<file path="src/verilog/rsw_defines.svh">
`ifndef RSW_DEFINES_SVH
`define RSW_DEFINES_SVH
// register indices; printed offsets are not multiples of four, byte address = index * 4
`define IDX_CORE_STATUS 8'h03
`define IDX_PORT_CONTROL 8'h08
`define IDX_PORTB_WAKE_ENABLES 8'h09
`define IDX_SEQ_CONTROL 8'h10
`define IDX_SEQ_STATUS 8'h11
`define IDX_PORT_DIR 8'h12
`define IDX_PORT_OUT 8'h13
// field positions
`define BIT_TIMEOUT 4
`define BIT_POWER_DOWN 3
`define BIT_PORTC_PIN45_WAKE_DISABLE_DIS 0
`define BIT_WDT_EN 7
// reset values
`define PORT_CONTROL_RST 8'h8A
`define WAKE_EN_RST 8'h00
`define STATUS_LOW_RST 3'h0
// timing
`define CLK_PERIOD_NS 10
`define POWERUP_DELAY_TIMER_MS 18
`define POWERUP_DELAY_TIMER_CYCLES ((`POWERUP_DELAY_TIMER_MS * 1000000) / `CLK_PERIOD_NS)
`define OST_COUNT 128
`define OST_LAST 8'h7F
`endif

</file>
<file path="src/verilog/rsw_pkg.sv">
package rsw_pkg;
    typedef enum logic [2:0] {
        st_reset_hold,
        st_powerup_delay_timer,
        st_ost,
        st_run,
        st_sleep
    } seq_state_t;
endpackage

</file>
<file path="src/verilog/reset_sleep_wake_sequencer.sv">
// Functional notes
// - power-down entered only by the core's sleep instruction
// - sleep clears power-down flag, sets timeout flag, clears watchdog, stops oscillator
// - in power-down all pins keep direction and level held before sleep
// - wake on reset pin, enabled watchdog timeout, or enabled pin falling edge
// - reset-pin or watchdog wake performs a full reset, no resume
// - pin-edge wake resumes at instruction after sleep, no reset
// - pin with wake-disable set or configured as output cannot wake
// - wake delay is 18 ms plus 128 oscillator cycles
// - four reset sources: power-on, brown-out, reset pin, watchdog
// - power-down flag set at power-up, cleared by sleep
// - watchdog timeout clears timeout flag; flags record reset cause
// - after any reset, an 18 ms delay runs with reset held
// - then 128 oscillator cycles counted with reset held
// - start-up count advances only once oscillator crosses input thresholds
// - reset source sets reset latch and clears both timers
// - power-up delay starts only after the reset pulse ends
// - reset latch cleared only after start-up count completes
// - held in reset while low-voltage detector reports low supply
// - some registers keep contents over non-power-on resets
// - watchdog reset during power-down leaves both flags zero
`timescale 1ns/1ps
`include "rsw_defines.svh"
module reset_sleep_wake_sequencer
    import rsw_pkg::*;
#(
    parameter int unsigned POWERUP_DELAY_TIMER_CYCLES = `POWERUP_DELAY_TIMER_CYCLES
) (
    input wire logic pclk,
    input wire logic presetn,
    input wire logic psel,
    input wire logic penable,
    input wire logic pwrite,
    input wire logic [31:0] paddr,
    input wire logic [31:0] pwdata,
    output logic [31:0] prdata,
    output logic pready,
    output logic pslverr,
    input wire logic por_pulse,
    input wire logic low_voltage_detector,
    input wire logic external_reset_pin_n,
    input wire logic wdt_timeout,
    input wire logic sleep_exec,
    input wire logic clrwdt_exec,
    input wire logic osc_in,
    input wire logic osc_ready,
    input wire logic [7:0] portb_in,
    input wire logic [1:0] portc_pins_4_5,
    input wire logic [7:0] portb_dir_in,
    input wire logic [1:0] portc45_dir_in,
    output logic core_reset,
    output logic core_resume,
    output logic osc_drive_en,
    output logic wdt_clear,
    output logic sleeping,
    output logic pins_hold
);
    // pin-side synchronisers
    logic [13:0] sync1;
    logic [13:0] sync2;
    logic [9:0] wake_prev;
    wire logic [13:0] raw_pins = {external_reset_pin_n, low_voltage_detector, osc_in, osc_ready,
                                  portc_pins_4_5, portb_in};
    wire logic rst_pin_n = sync2[13];
    wire logic lvd_low = sync2[12];
    wire logic osc_s = sync2[11];
    wire logic osc_ok = sync2[10];
    wire logic [9:0] wake_pins = sync2[9:0];

    seq_state_t state;
    seq_state_t next_state;
    logic [31:0] powerup_delay_timer_cnt;
    logic [7:0] ost_cnt;
    logic osc_prev;
    logic reset_latch;
    logic wake_pending;
    logic timeout_flag;
    logic power_down_flag;
    logic [2:0] status_low;
    logic [7:0] port_control;
    logic [7:0] portb_wake_enables;
    logic seq_stretch;
    logic [31:0] prdata_next;

    // apb decode
    wire logic [7:0] reg_idx = paddr[9:2];
    wire logic apb_wr = psel && penable && pwrite;
    wire logic apb_rd = psel && penable && !pwrite;
    wire logic hit_status = reg_idx == `IDX_CORE_STATUS;
    wire logic hit_port_control = reg_idx == `IDX_PORT_CONTROL;
    wire logic hit_wake = reg_idx == `IDX_PORTB_WAKE_ENABLES;
    wire logic hit_ctl = reg_idx == `IDX_SEQ_CONTROL;
    wire logic hit_sts = reg_idx == `IDX_SEQ_STATUS;
    wire logic mapped = (hit_status || hit_port_control || hit_wake || hit_ctl || hit_sts) && paddr[1:0] == 2'h0
                        && paddr[31:10] == 22'h0;

    // reset sources: power-on, brown-out, pin, watchdog
    wire logic wdt_enabled = port_control[`BIT_WDT_EN];
    wire logic wdt_event = wdt_timeout && wdt_enabled;
    wire logic src_active = por_pulse || lvd_low || !rst_pin_n || wdt_event || seq_stretch;

    // wake-disable bits are active high, a 1 masks the pin; dir 1 = input
    wire logic [9:0] wake_allowed = {{2{port_control[`BIT_PORTC_PIN45_WAKE_DISABLE_DIS] == 1'b0}} & portc45_dir_in,
                                     ~portb_wake_enables & portb_dir_in};
    wire logic pin_fall = |(wake_prev & ~wake_pins & wake_allowed);
    wire logic sleep_go = state == st_run && sleep_exec;
    wire logic powerup_delay_timer_done = powerup_delay_timer_cnt == POWERUP_DELAY_TIMER_CYCLES - 1;
    wire logic osc_rise = osc_s && !osc_prev && osc_ok;
    wire logic ost_done = osc_rise && ost_cnt == `OST_LAST;

    always_comb begin
        next_state = state;
        unique case (state)
            st_reset_hold: if (!src_active) next_state = st_powerup_delay_timer;
            st_powerup_delay_timer: if (powerup_delay_timer_done) next_state = st_ost;
            st_ost: if (ost_done) next_state = st_run;
            st_run: if (sleep_go) next_state = st_sleep;
            st_sleep: if (pin_fall) next_state = st_powerup_delay_timer;
        endcase
        if (src_active) next_state = st_reset_hold;
    end

    always_ff @(posedge pclk or negedge presetn) begin
        if (!presetn) begin
            // pins idle high on their pull-ups; resetting the synchronisers to that
            // level keeps the edge detector from seeing a false fall as reset lifts
            sync1 <= 14'h23FF;
            sync2 <= 14'h23FF;
            wake_prev <= 10'h3FF;
            osc_prev <= 1'b0;
        end else begin
            sync1 <= raw_pins;
            sync2 <= sync1;
            wake_prev <= wake_pins;
            osc_prev <= osc_s;
        end
    end

    always_ff @(posedge pclk or negedge presetn) begin
        if (!presetn) begin
            state <= st_reset_hold;
            powerup_delay_timer_cnt <= 32'h0;
            ost_cnt <= 8'h00;
            reset_latch <= 1'b1;
            wake_pending <= 1'b0;
        end else begin
            state <= next_state;
            if (next_state == st_reset_hold || next_state == st_sleep) begin
                powerup_delay_timer_cnt <= 32'h0;
                ost_cnt <= 8'h00;
            end else if (state == st_powerup_delay_timer && !powerup_delay_timer_done) begin
                powerup_delay_timer_cnt <= powerup_delay_timer_cnt + 32'h1;
            end else if (state == st_ost && osc_rise) begin
                ost_cnt <= ost_cnt + 8'h01;
            end
            if (next_state == st_reset_hold) reset_latch <= 1'b1;
            else if (state == st_ost && ost_done && !wake_pending) reset_latch <= 1'b0;
            if (next_state == st_reset_hold) wake_pending <= 1'b0;
            else if (state == st_sleep && pin_fall) wake_pending <= 1'b1;
            else if (state == st_ost && ost_done) wake_pending <= 1'b0;
        end
    end

    // flags: power-on sets both, watchdog clears timeout, sleep sets timeout and clears power-down
    always_ff @(posedge pclk or negedge presetn) begin
        if (!presetn) begin
            timeout_flag <= 1'b1;
            power_down_flag <= 1'b1;
            status_low <= `STATUS_LOW_RST;
            port_control <= `PORT_CONTROL_RST;
            portb_wake_enables <= `WAKE_EN_RST;
            seq_stretch <= 1'b0;
        end else begin
            if (por_pulse || lvd_low) begin
                timeout_flag <= 1'b1;
                power_down_flag <= 1'b1;
            end else if (wdt_event) begin
                timeout_flag <= 1'b0;
            end else if (sleep_go) begin
                timeout_flag <= 1'b1;
                power_down_flag <= 1'b0;
            end else if (clrwdt_exec && state == st_run) begin
                timeout_flag <= 1'b1;
                power_down_flag <= 1'b1;
            end
            // status low bits survive every reset but the asynchronous one
            if (apb_wr && hit_status) status_low <= pwdata[2:0];
            if (src_active && !seq_stretch) begin
                port_control <= `PORT_CONTROL_RST;
                portb_wake_enables <= `WAKE_EN_RST;
            end else begin
                if (apb_wr && hit_port_control) port_control <= pwdata[7:0];
                if (apb_wr && hit_wake) portb_wake_enables <= pwdata[7:0];
            end
            // software-forced reset request for test; self-clears once taken
            if (apb_wr && hit_ctl) seq_stretch <= pwdata[0];
            else if (state == st_reset_hold) seq_stretch <= 1'b0;
        end
    end

    wire logic [7:0] core_status = {3'h0, timeout_flag, power_down_flag, status_low};
    wire logic [7:0] seq_status = {2'h0, wake_pending, reset_latch, 1'b0, 3'(state)};
    always_comb begin
        prdata_next = 32'h0;
        if (hit_status) prdata_next = {24'h0, core_status};
        if (hit_port_control) prdata_next = {24'h0, port_control};
        if (hit_wake) prdata_next = {24'h0, portb_wake_enables};
        if (hit_sts) prdata_next = {24'h0, seq_status};
    end

    always_ff @(posedge pclk or negedge presetn) begin
        if (!presetn) begin
            prdata <= 32'h0;
            pready <= 1'b0;
            pslverr <= 1'b0;
        end else begin
            pready <= psel && !penable;
            pslverr <= psel && !penable && !mapped;
            prdata <= (psel && !penable && !pwrite && mapped) ? prdata_next : 32'h0;
        end
    end

    always_ff @(posedge pclk or negedge presetn) begin
        if (!presetn) begin
            core_reset <= 1'b1;
            core_resume <= 1'b0;
            osc_drive_en <= 1'b1;
            wdt_clear <= 1'b0;
            sleeping <= 1'b0;
            pins_hold <= 1'b0;
        end else begin
            core_reset <= next_state == st_reset_hold || reset_latch;
            core_resume <= state == st_ost && ost_done && wake_pending;
            osc_drive_en <= next_state != st_sleep;
            wdt_clear <= sleep_go || (clrwdt_exec && state == st_run);
            sleeping <= next_state == st_sleep;
            pins_hold <= next_state == st_sleep || wake_pending;
        end
    end

    // checks watch the sequencer from the core's side: reset comes from a source
    // or from the latch, a pin wake never resets, and the flags follow the
    // event that came last; every read answers in its first access cycle

    property p_sleep_flags;
        @(posedge pclk) disable iff (!presetn)
        sleep_go && !por_pulse && !lvd_low && !wdt_event |=> !power_down_flag && timeout_flag;
    endproperty
    a_sleep_flags: assert property (p_sleep_flags) else $error("sleep flags wrong");
    a_sleep_only_instr: assert property (@(posedge pclk) disable iff (!presetn)
        state != st_sleep && next_state == st_sleep |-> sleep_exec) else $error("sleep without instruction");
    a_osc_off_sleep: assert property (@(posedge pclk) disable iff (!presetn)
        state == st_sleep |-> !osc_drive_en) else $error("oscillator on in sleep");
    a_hold_pins: assert property (@(posedge pclk) disable iff (!presetn)
        sleeping |-> pins_hold) else $error("pins not held");
    a_wdt_clears_to: assert property (@(posedge pclk) disable iff (!presetn)
        wdt_event && !por_pulse && !lvd_low |=> !timeout_flag) else $error("timeout flag not cleared");
    a_wdt_sleep_zero: assert property (@(posedge pclk) disable iff (!presetn)
        state == st_sleep && wdt_event && !por_pulse && !lvd_low |=> !timeout_flag && !power_down_flag)
        else $error("watchdog sleep flags");
    a_src_resets: assert property (@(posedge pclk) disable iff (!presetn)
        src_active |=> state == st_reset_hold && powerup_delay_timer_cnt == 32'h0 ##1 core_reset) else $error("reset not taken");
    a_lvd_holds: assert property (@(posedge pclk) disable iff (!presetn)
        lvd_low |=> ##1 core_reset) else $error("low supply not held");
    a_ost_after_powerup_delay_timer: assert property (@(posedge pclk) disable iff (!presetn)
        state == st_ost |-> $past(state) == st_ost || $past(powerup_delay_timer_done)) else $error("start-up early");
    a_latch_release: assert property (@(posedge pclk) disable iff (!presetn)
        $fell(reset_latch) |-> $past(ost_done)) else $error("latch released early");
    a_pin_wake: assert property (@(posedge pclk) disable iff (!presetn)
        state == st_sleep && pin_fall && !src_active |=> state == st_powerup_delay_timer && wake_pending && !reset_latch)
        else $error("pin wake wrong");
    a_ost_gated: assert property (@(posedge pclk) disable iff (!presetn)
        state == st_ost && !osc_ok && next_state == st_ost |=> $stable(ost_cnt)) else $error("count without osc");
    c_sleep: cover property (@(posedge pclk) disable iff (!presetn) sleep_go);
    c_pin_wake: cover property (@(posedge pclk) disable iff (!presetn) state == st_sleep && pin_fall);
    c_run: cover property (@(posedge pclk) disable iff (!presetn) $fell(core_reset));
    c_wdt_sleep: cover property (@(posedge pclk) disable iff (!presetn) state == st_sleep && wdt_event);
    c_wdt_off: cover property (@(posedge pclk) disable iff (!presetn) state == st_sleep && wdt_timeout && !wdt_enabled);

    // a pin wake resumes the program, so the core must never see a reset pulse
    property p_wake_no_reset;
        @(posedge pclk) disable iff (!presetn)
        state == st_sleep && pin_fall && !src_active |=> !core_reset;
    endproperty
    a_wake_no_reset: assert property (p_wake_no_reset) else $error("pin wake reset the core");

    // the reset pin while asleep restarts the whole sequence
    property p_pin_reset_sleep;
        @(posedge pclk) disable iff (!presetn)
        state == st_sleep && !rst_pin_n |=> state == st_reset_hold ##1 core_reset;
    endproperty
    a_pin_reset_sleep: assert property (p_pin_reset_sleep) else $error("reset pin did not reset");

    // a masked watchdog must not end sleep on its own
    property p_wdt_off_sleep;
        @(posedge pclk) disable iff (!presetn)
        state == st_sleep && wdt_timeout && !src_active && !pin_fall |=> state == st_sleep;
    endproperty
    a_wdt_off_sleep: assert property (p_wdt_off_sleep) else $error("disabled watchdog woke");

    // wake delay starts both counters from zero, as the reset sequence does
    property p_wake_reuses;
        @(posedge pclk) disable iff (!presetn)
        state == st_sleep && pin_fall && !src_active |=> powerup_delay_timer_cnt == 32'h0 && ost_cnt == 8'h00;
    endproperty
    a_wake_reuses: assert property (p_wake_reuses) else $error("wake counters not cleared");

    // while the latch is set the core stays in reset
    property p_latch_holds;
        @(posedge pclk) disable iff (!presetn)
        reset_latch |=> core_reset;
    endproperty
    a_latch_holds: assert property (p_latch_holds) else $error("latch did not hold core");

    // the delay timer only starts once the reset pulse is over
    property p_powerup_delay_timer_after_pulse;
        @(posedge pclk) disable iff (!presetn)
        state == st_reset_hold ##1 state == st_powerup_delay_timer |-> !$past(src_active);
    endproperty
    a_powerup_delay_timer_after_pulse: assert property (p_powerup_delay_timer_after_pulse) else $error("delay started in pulse");

    // power-on sets both cause flags
    property p_por_flags;
        @(posedge pclk) disable iff (!presetn)
        por_pulse |=> power_down_flag && timeout_flag;
    endproperty
    a_por_flags: assert property (p_por_flags) else $error("power-on flags wrong");

    // retained bits change only by a software write, never by a reset source
    property p_status_kept;
        @(posedge pclk) disable iff (!presetn)
        !(apb_wr && hit_status) |=> $stable(status_low);
    endproperty
    a_status_kept: assert property (p_status_kept) else $error("retained bits lost");

    // an enabled watchdog time-out is a reset source in any state
    property p_wdt_resets;
        @(posedge pclk) disable iff (!presetn)
        wdt_event |=> state == st_reset_hold;
    endproperty
    a_wdt_resets: assert property (p_wdt_resets) else $error("watchdog did not reset");

    // resume is a single pulse, or the core would skip instructions
    property p_resume_pulse;
        @(posedge pclk) disable iff (!presetn)
        core_resume |=> !core_resume;
    endproperty
    a_resume_pulse: assert property (p_resume_pulse) else $error("resume held too long");

    // the oscillator must run again during the wake delay, else the count stalls
    property p_osc_on_wake;
        @(posedge pclk) disable iff (!presetn)
        state == st_powerup_delay_timer |-> osc_drive_en;
    endproperty
    a_osc_on_wake: assert property (p_osc_on_wake) else $error("oscillator off in delay");

    // reads always answer in the access cycle
    property p_read_ready;
        @(posedge pclk) disable iff (!presetn)
        apb_rd |-> pready;
    endproperty
    a_read_ready: assert property (p_read_ready) else $error("read not answered");

    // unmapped accesses are refused with an error
    property p_bus_error;
        @(posedge pclk) disable iff (!presetn)
        psel && !penable && !mapped |=> pslverr && pready;
    endproperty
    a_bus_error: assert property (p_bus_error) else $error("unmapped access not refused");
endmodule

</file>
<file path="config.mk">
export PLATFORM = sky130hd
export DESIGN_NAME = reset_sleep_wake_sequencer
export DESIGN_NICKNAME = d
export VERILOG_FILES = /design/src/verilog/rsw_pkg.sv /design/src/verilog/reset_sleep_wake_sequencer.sv
export VERILOG_INCLUDE_DIRS = /design/src /design/src/verilog
export SDC_FILE = /design/constraint.sdc
export NUM_CORES = 1
export LEC_CHECK = 0
export ABC_CLOCK_PERIOD_IN_PS = 2720
export BUFFER_PORTS_ARGS = -buffer_cell sky130_fd_sc_hd__buf_4
export CELL_PAD_IN_SITES_DETAIL_PLACEMENT = 1
export CELL_PAD_IN_SITES_GLOBAL_PLACEMENT = 1
export CORE_ASPECT_RATIO = 0.6
export CORE_MARGIN = 5
export CORE_UTILIZATION = 43
export CTS_BUF_LIST = sky130_fd_sc_hd__clkbuf_4 sky130_fd_sc_hd__clkbuf_8
export CTS_CLUSTER_SIZE = 16
export DETAILED_ROUTE_END_ITERATION = 6
export GPL_ROUTABILITY_DRIVEN = 0
export PLACE_DENSITY_LB_ADDON = 0.1
export SLEW_MARGIN = 30
export SYNTH_ARGS = -nofsm -noshare
export SYNTH_HDL_FRONTEND = slang
export SYNTH_SLANG_ARGS = --single-unit
</file>
<file path="constraint.sdc">
create_clock -name pclk -period 2.72 [get_ports pclk]
set_clock_uncertainty 0.15 [all_clocks]
set_input_delay 0.408 -clock pclk [delete_from_list [all_inputs] [get_ports pclk]]
set_output_delay 0.408 -clock pclk [all_outputs]
set_load 0.02 [all_outputs]
</file>
==> run summary, run 1 <==
STA
--------------------------------------------------------------------------------------
Final Hold Fails ........................................................            0
Final worst path period share ...........................................        87.4%
Slew Viols, Final .......................................................            0
Max-Slew Margin vs Limit ................................................        61.9%
Final setup violation count .............................................            0
Total negative setup slack ..............................................         0 ns
Unrepaired setup endpoints after global routing .........................           no
Clock period minus worst slack ..........................................      2.38 ns
Max Clk Rate ............................................................      421 MHz
Least-Margin Pin Slew ...................................................     0.571 ns

CELLS AND AREA
--------------------------------------------------------------------------------------
Synth-to-layout area growth .............................................        25.0%
Net count, final ........................................................          717
Fillers .................................................................         1397
Total inserted antenna cells ............................................            0
Register area ...........................................................     3100 um2
Multi-input gate area ...................................................     2210 um2
Final design utilization ................................................        54.3%
Share of post-route cells with drive strength above 1 ...................        30.3%

DRT
--------------------------------------------------------------------------------------
Average vias per placed instance ........................................         5.53
DRC violation count after routing .......................................            0
Post-detailed-route count of antenna-violating nets .....................            0
Violation count after the first detailed-routing iteration ..............          246
Average detailed-routed wire length per instance ........................      19.0 um
Pre-Repair DR Iteration Count ...........................................            5
Total wire length after detailed routing ................................     15200 um
Via Count ...............................................................         4429

POWER
--------------------------------------------------------------------------------------
Ratio of total power to cell area .......................................   539 nW/um2
Worst-case vdd ir drop ..................................................   0.000271 V
Design Power ............................................................    0.00372 W
Leakage power figure ....................................................      2.81 nW

SYNTH
--------------------------------------------------------------------------------------
Largest family of logic cells by synthesized area ....................... simple AND/OR/NAND/NOR gates
Cell with the most instances after synthesis ............................ sky130_fd_sc_hd__dfrtp_1
Mux contribution to synthesized area ....................................        3.33%
Number of synthesized flops with an enable pin ..........................            0
Share of Yosys cell area claimed by the top area cell type ..............        37.1%
Yosys top cell by area .................................................. sky130_fd_sc_hd__dfrtp_1
Top cells by count, synth ............................................... 82 x sky130_fd_sc_hd__dfrtp_1, 56 x sky130_fd_sc_hd__nor2_1, 40 x sky130_fd_sc_hd__dfstp_2, 25 x sky130_fd_sc_hd__buf_4, 22 x sky130_fd_sc_hd__a21oi_1
Largest cells by area after synthesis ................................... sky130_fd_sc_hd__dfrtp_1 37%, sky130_fd_sc_hd__dfstp_2 19%, sky130_fd_sc_hd__nor2_1 3.8%, sky130_fd_sc_hd__buf_4 3.4%, sky130_fd_sc_hd__mux2i_1 2.7%
Number of different library cells in the post-synthesis netlist .........           53
Average cell area after synthesis .......................................     11.1 um2
Mapped cell area ........................................................     5530 um2
Share of synthesized flip-flops with an asynchronous set or reset .......         100%
Simple-gate portion of the synthesized area .............................        23.0%
Most instantiated flip-flop cell in the synthesis netlist ............... sky130_fd_sc_hd__dfrtp_1
Xor and xnor fraction of the mapped netlist area ........................        3.96%
Sequential element share of the synthesized area ........................        56.1%
Number of instances in the synthesized netlist ..........................          499
Seq cells post-synth ....................................................          122
Fraction of the mapped netlist area in compound gates ...................        7.65%
Adder and majority cell fraction of the synthesized area ................       0.452%
Synth warn ..............................................................            0

WORST HOLD PATH
--------------------------------------------------------------------------------------
Min-Delay Path Depth ....................................................            2
Source of the worst hold timing path ....................................    pwdata[7]
Worst Hold Class ........................................................ input pin to flip-flop
Worst hold endpoint ..................................................... port_control[7]$_DFFE_PN1P_

DIE
--------------------------------------------------------------------------------------
CORE AREA ...............................................................    12700 um2
Floorplan row count .....................................................           32
Die area ................................................................    15300 um2
IO Count ................................................................          137
Chip Height .............................................................      97.8 um
Die extent in x .........................................................       156 um
Initial cell density of the core ........................................        43.4%

FLOW RUN
--------------------------------------------------------------------------------------
Max-capacitance violation count .........................................            0

WORST SETUP PATH
--------------------------------------------------------------------------------------
Highest net fanout along the worst path .................................           10
Req. time, crit path ....................................................      2.90 ns
Worst path arrival time .................................................      2.56 ns
Worst reg-to-reg path cell count ........................................            5
WS Path Type ............................................................ flip-flop to flip-flop
Setup slack of the most critical reg-to-reg path ........................      0.34 ns
Worst r2r dst ........................................................... wake_pending$_DFFE_PN0P_
Kind of start point of the critical path ................................    flip-flop
Worst R2R Start ......................................................... state[1]$_DFF_PN0_
Beginning of the critical path .......................................... state[1]$_DFF_PN0_
Endpoint class of the critical path .....................................    flip-flop

CLOCK NETWORK
--------------------------------------------------------------------------------------
Clock slew at the register clock pins of the worst setup and hold paths .      0.08 ns
Later-pin clock latency in the skew report ..............................      0.45 ns
Number of levels in the clock H-tree ....................................            4
TritonCTS sink count ....................................................          122
TritonCTS clock tree ....................................................        built
Number of clock buffers inserted by TritonCTS ...........................           17
CTS Buffer Depth ........................................................            2
Clock root cell ......................................................... sky130_fd_sc_hd__clkbuf_8

GLOBAL ROUTE
--------------------------------------------------------------------------------------
Maximum number of pins on one net before global-route repair ............           65
Vias in the first global route ..........................................         4687
GRT Overall Usage .......................................................        20.9%
Number of antenna violations at the first check in global routing .......            0
Total congestion overflow ...............................................            0
First-pass GRT wire length ..............................................     25100 um

PLACE
--------------------------------------------------------------------------------------
Estimated wirelength of the detail-placed design ........................     10800 um
Port Buf Inserts ........................................................           88

OUTCOME
--------------------------------------------------------------------------------------
Outcome ................................................................. finished clean

[stage by stage]
stage                     instance area (um2)  setup WS [ns]  hold WS, ns  std cells
after floorplan                          5620          0.346      -0.0376        522
after global placement                   6360          0.407        0.186        753
after detailed placement                 6360          0.378        0.197        753
after CTS                                6910          0.392      0.00936        801
after global routing                     6910          0.188       0.0109        801
final                                    6910          0.342       0.0367        801
[layout make-up]
cell class	count	area share, %
multi-input cells	350	32.0
flip-flops and latches	122	44.9
clock inverters	13	1.90
repair buffers	121	14.1
well taps	170	3.08
inverters	6	0.326
clock buffers	19	3.69
[routing by layer]
metal	track usage [%]	vias to the layer above	wire length, um
li1	-	2018	-
met1	31.1	2238	7220
met2	29.9	155	6660
met3	6.24	18	1190
met4	5.47	0	176
met5	0	-	0
[cells by family after synthesis]
group | after synthesis
AND/OR/NAND/NOR | 215
flip-flops | 122
multiplexers | 18
adder cells (fa/ha/maj) | 2
XOR/XNOR | 25
AO/OA/AOI/OAI | 66
buffers and inverters | 50
other | 1
[flip-flops by register name (all words and copies together) (netlist names), 3 cells and up]
register                 cells
port_control                 8
sync2                       14
portb_wake_enables           8
prdata                       8
wake_prev                   10
state                        3
powerup_delay_timer_cnt     32
sync1                       14
status_low                   3
ost_cnt                      8
[power breakdown]
part           total, W  internal, W  switching [W]
Combinational  0.000238     0.000109       0.000129
Sequential      0.00188      0.00187      0.0000129
Clock           0.00161     0.000783       0.000824
Total           0.00372      0.00276       0.000966
[how the worst max path moves through the flow]
stage / endpoint / slack, ns / cells after the start
2_1_floorplan: port_control[3]$_DFFE_PN1P_ / 0.35 / 7
3_3_place_gp: prdata[6]$_DFF_PN0_ / 0.41 / 6
3_5_place_dp: portb_wake_enables[2]$_DFFE_PN0P_ / 0.38 / 7
4_1_cts: powerup_delay_timer_cnt[30]$_DFFE_PN0P_ / 0.39 / 6
5_1_grt: wake_pending$_DFFE_PN0P_ / 0.19 / 5
6_report: wake_pending$_DFFE_PN0P_ / 0.34 / 5
[worst max-delay path, cell delays in order, from the launching register on]
cell and delay (ns):
sky130_fd_sc_hd__dfrtp_1 0.61, sky130_fd_sc_hd__nor2b_1 0.54, sky130_fd_sc_hd__nand4_1 0.22, sky130_fd_sc_hd__or3_1 0.46, sky130_fd_sc_hd__a22oi_1 0.22, sky130_fd_sc_hd__nor2_1 0.06
[timing repair]
item | in CTS | in global routing
resized for setup | 0 | 0
hold endpoints to repair | 29 | 0
hold buffers | 16 | 0
setup buffers | 0 | 0
[placed cells by master, fill, tap and decap left out, types with 6 or more instances in the layout]
master                          count
sky130_fd_sc_hd__a21oi_1           22
sky130_fd_sc_hd__a22oi_1           12
sky130_fd_sc_hd__and2_1             6
sky130_fd_sc_hd__and4_1             7
sky130_fd_sc_hd__buf_4            103
sky130_fd_sc_hd__clkbuf_8          18
sky130_fd_sc_hd__conb_1            24
sky130_fd_sc_hd__dfrtp_1           82
sky130_fd_sc_hd__dfstp_2           40
sky130_fd_sc_hd__dlygate4sd3_1     16
sky130_fd_sc_hd__inv_1              6
sky130_fd_sc_hd__inv_6              6
sky130_fd_sc_hd__mux2i_1           15
sky130_fd_sc_hd__nand2_1           18
sky130_fd_sc_hd__nand3_1           19
sky130_fd_sc_hd__nand4_1           20
sky130_fd_sc_hd__nor2_1            56
sky130_fd_sc_hd__nor2b_1            6
sky130_fd_sc_hd__nor3_1             9
sky130_fd_sc_hd__nor4_1            18
sky130_fd_sc_hd__nor4bb_1          10
sky130_fd_sc_hd__o21ai_0           11
sky130_fd_sc_hd__o31ai_1            9
sky130_fd_sc_hd__or3_1              8
sky130_fd_sc_hd__or4_1             11
sky130_fd_sc_hd__xnor2_1           17
sky130_fd_sc_hd__xor2_1             8
Note: power is estimated with default switching activity, not from simulation.
==> run 2, diff against run 1 <==
--- a/config.mk
+++ b/config.mk
@@ -12,7 +12,7 @@
 export CELL_PAD_IN_SITES_GLOBAL_PLACEMENT = 1
 export CORE_ASPECT_RATIO = 0.6
 export CORE_MARGIN = 5
-export CORE_UTILIZATION = 43
+export CORE_UTILIZATION = 40
 export CTS_BUF_LIST = sky130_fd_sc_hd__clkbuf_4 sky130_fd_sc_hd__clkbuf_8
 export CTS_CLUSTER_SIZE = 16
 export DETAILED_ROUTE_END_ITERATION = 6
==> run 2 against run 1 <==
  * Final cell count is 0.62% higher
  * First-iteration DRC count is 19% lower
  * Non-clock buffer count stayed put
  * Critical endpoint is now powerup_delay_timer_cnt[31]$_DFFE_PN0P_
  * Combinational power hardly changed
  * Fmax is 0.74% higher
  * Worst hold slack worse by 0.0062 ns
==> run summary, run 2 (same netlist as run 1, synthesis figures left out) <==
CELLS AND AREA
--------------------------------------------------------------------------------------
Registers with the most flip-flops ...................................... powerup_delay_timer_cnt (32), sync1 (14), sync2 (14)   unchanged
Net count, final ........................................................          717   unchanged
Leading cell type in the layout, fill and taps excluded ................. sky130_fd_sc_hd__buf_4   unchanged
Total inserted antenna cells ............................................            0   unchanged
Flip-flop count of the largest register after layout ....................           32   unchanged
Multi-input gate area ...................................................     2210 um2   unchanged
Fillers .................................................................         1466   was 1397
Register with the most flip-flops ....................................... powerup_delay_timer_cnt   unchanged
Register area ...........................................................     3100 um2   unchanged
Filler-free cell count of the finished design ...........................          806   was 801
Share of post-route cells with drive strength above 1 ...................        30.4%   was 30.3%
Final design utilization ................................................        51.0%   was 54.3%
Synth-to-layout area growth .............................................        25.2%   was 25.0%
Commonest cells after routing, fill and taps aside ...................... 104 x sky130_fd_sc_hd__buf_4, 82 x sky130_fd_sc_hd__dfrtp_1, 56 x sky130_fd_sc_hd__nor2_1   was 103 x sky130_fd_sc_hd__buf_4, 82 x sky130_fd_sc_hd__dfrtp_1, 56 x sky130_fd_sc_hd__nor2_1

STA
--------------------------------------------------------------------------------------
Final Hold Fails ........................................................            0   unchanged
Final Worst Setup Slack .................................................     0.360 ns   was 0.342 ns
Max Clk Rate ............................................................      424 MHz   was 421 MHz
Final setup violation count .............................................            0   unchanged
Slew Viols, Final .......................................................            0   unchanged
Max-Slew Margin vs Limit ................................................        66.0%   was 61.9%
Clock period minus worst slack ..........................................      2.36 ns   was 2.38 ns
Unrepaired setup endpoints after global routing .........................           no   unchanged
Final worst path period share ...........................................        86.8%   was 87.4%
Total negative setup slack ..............................................         0 ns   unchanged
Least-Margin Pin Slew ...................................................     0.504 ns   was 0.571 ns

WORST SETUP PATH
--------------------------------------------------------------------------------------
Slowest cell on the critical path ....................................... sky130_fd_sc_hd__dfrtp_1   unchanged
Worst path arrival time .................................................      2.57 ns   was 2.56 ns
Req. time, crit path ....................................................      2.93 ns   was 2.90 ns
Cells along the critical path ........................................... nor3b_4 -> nand3_1 -> or2_2 -> or4_1 -> a21oi_1   was nor2b_1 -> nand4_1 -> or3_1 -> a22oi_1 -> nor2_1
Worst reg-to-reg path cell count ........................................            5   unchanged
WS Path Type ............................................................ flip-flop to flip-flop   unchanged
Worst r2r dst ........................................................... powerup_delay_timer_cnt[31]$_DFFE_PN0P_   was wake_pending$_DFFE_PN0P_
Number of buffers and inverters on the critical path ....................            0   unchanged
Worst R2R Start ......................................................... state[1]$_DFF_PN0_   unchanged
Delay of the slowest cell on the worst path .............................      0.53 ns   was 0.61 ns
Kind of start point of the critical path ................................    flip-flop   unchanged
Kind of cell adding the most delay to the critical path ................. simple AND/OR/NAND/NOR gates   unchanged
Setup slack of the most critical reg-to-reg path ........................      0.36 ns   was 0.34 ns
Endpoint class of the critical path .....................................    flip-flop   unchanged
Highest net fanout along the worst path .................................           10   unchanged

GLOBAL ROUTE
--------------------------------------------------------------------------------------
Total congestion overflow ...............................................            0   unchanged
Number of antenna violations at the first check in global routing .......            0   unchanged
Maximum number of pins on one net before global-route repair ............           59   was 65
First-pass GRT wire length ..............................................     24400 um   was 25100 um
Vias in the first global route ..........................................         4496   was 4687
GRT Overall Usage .......................................................        19.1%   was 20.9%

DIE
--------------------------------------------------------------------------------------
Die extent in x .........................................................       162 um   was 156 um
IO Count ................................................................          137   unchanged
Floorplan row count .....................................................           33   was 32
Initial cell density of the core ........................................        40.7%   was 43.4%
Chip Height .............................................................       101 um   was 97.8 um
Die area ................................................................    16400 um2   was 15300 um2
CORE AREA ...............................................................    13600 um2   was 12700 um2

PLACE
--------------------------------------------------------------------------------------
Port Buf Inserts ........................................................           88   unchanged
Cell total after placement ..............................................          759   was 753
Post-placement worst setup slack ........................................     0.357 ns   was 0.378 ns
Estimated wirelength of the detail-placed design ........................     11000 um   was 10800 um

WORST HOLD PATH
--------------------------------------------------------------------------------------
Worst Hold Class ........................................................ input pin to flip-flop   unchanged
Worst hold endpoint ..................................................... pready$_DFF_PN0_   was port_control[7]$_DFFE_PN1P_
Source of the worst hold timing path ....................................      penable   was pwdata[7]
Min-Delay Path Depth ....................................................            2   unchanged

CLOCK NETWORK
--------------------------------------------------------------------------------------
Clock root cell ......................................................... sky130_fd_sc_hd__clkbuf_8   unchanged
Number of levels in the clock H-tree ....................................            4   unchanged
TritonCTS sink count ....................................................          122   unchanged
CTS Buffer Depth ........................................................            2   unchanged
Later-pin clock latency in the skew report ..............................      0.44 ns   was 0.45 ns
TritonCTS clock tree ....................................................        built   unchanged
Buffers inserted during post-CTS setup optimization .....................            0   unchanged
Number of clock buffers inserted by TritonCTS ...........................           17   unchanged
Clock slew at the register clock pins of the worst setup and hold paths .      0.08 ns   about the same

POWER
--------------------------------------------------------------------------------------
Ratio of total power to cell area .......................................   545 nW/um2   was 539 nW/um2
Leakage power figure ....................................................      2.82 nW   was 2.81 nW
Worst-case vdd ir drop ..................................................   0.000333 V   was 0.000271 V

DRT
--------------------------------------------------------------------------------------
Pre-Repair DR Iteration Count ...........................................            5   unchanged
Average detailed-routed wire length per instance ........................      18.7 um   was 19.0 um
Via Count ...............................................................         4305   was 4429
Average vias per placed instance ........................................         5.34   was 5.53
Violation count after the first detailed-routing iteration ..............          199   was 246
Total wire length after detailed routing ................................     15100 um   was 15200 um
DRC violation count after routing .......................................            0   unchanged
Post-detailed-route count of antenna-violating nets .....................            0   unchanged

OUTCOME
--------------------------------------------------------------------------------------
Outcome ................................................................. finished clean   unchanged

FLOW RUN
--------------------------------------------------------------------------------------
Max-capacitance violation count .........................................            0   unchanged

run 2: cell types whose count changed in the layout (fill, tap and decap cells not counted), sizes merged:
| cell | change |
|---|---|
| buf | +1 |
| clkbuf | -2 |
| clkinv | -2 |
| clkinvlp | -1 |
| dlygate4sd3 | -1 |
| inv | +5 |
run 2: timing repair:
action                                 CTS  global route
resized for setup                        0             0
hold buffers                            15             0
endpoints found under the hold margin   37             0
run 2: worst max path at each step:
stage,cells past startpoint,from,slack [ns],to
3_5_place_dp,6,paddr[7],0.36,port_control[3]$_DFFE_PN1P_
4_1_cts,5,state[1]$_DFF_PN0_,0.38,powerup_delay_timer_cnt[31]$_DFFE_PN0P_
2_1_floorplan,7,paddr[7],0.35,port_control[3]$_DFFE_PN1P_
3_3_place_gp,6,paddr[7],0.37,prdata[3]$_DFF_PN0_
6_report,5,state[1]$_DFF_PN0_,0.36,powerup_delay_timer_cnt[31]$_DFFE_PN0P_
5_1_grt,5,state[1]$_DFF_PN0_,0.25,powerup_delay_timer_cnt[31]$_DFFE_PN0P_
run 2: report_power, final:
part	switching, W	total [W]	internal, W
sequential	0.0000124	0.00188	0.00187
combinational	0.000129	0.000237	0.000108
clock	0.000886	0.00166	0.000774
run 2: cell type report:
cell class | count | area share (%)
Sequential cell | 122 | 44.8
Inverter | 6 | 0.325
Tap cell | 175 | 3.16
Multi-Input combinational cell | 350 | 32.0
Clock inverter | 15 | 2.31
Clock buffer | 17 | 3.38
Timing Repair Buffer | 121 | 14.0
run 2: per-layer routing:
metal / GRT usage, % / part of all wire (%) / up-vias
met3: 4.50 / 6.0 / 6
met4: 5.59 / 0.56 / 0
met1: 28.1 / 51 / 2162
met2: 28.2 / 43 / 129
li1: - / - / 2008
met5: 0 / 0 / -
run 2: metrics by stage:
stage | hold slack [ns] | power, W | instance area [um2]
2_1_floorplan | -0.0376 | 0.00201 | 5620
3_3_place_gp | 0.185 | 0.00213 | 6380
3_5_place_dp | 0.190 | 0.00213 | 6380
4_1_cts | 0.0105 | 0.00382 | 6920
5_1_grt | 0.0190 | 0.00393 | 6920
6_report | 0.0305 | 0.00378 | 6920
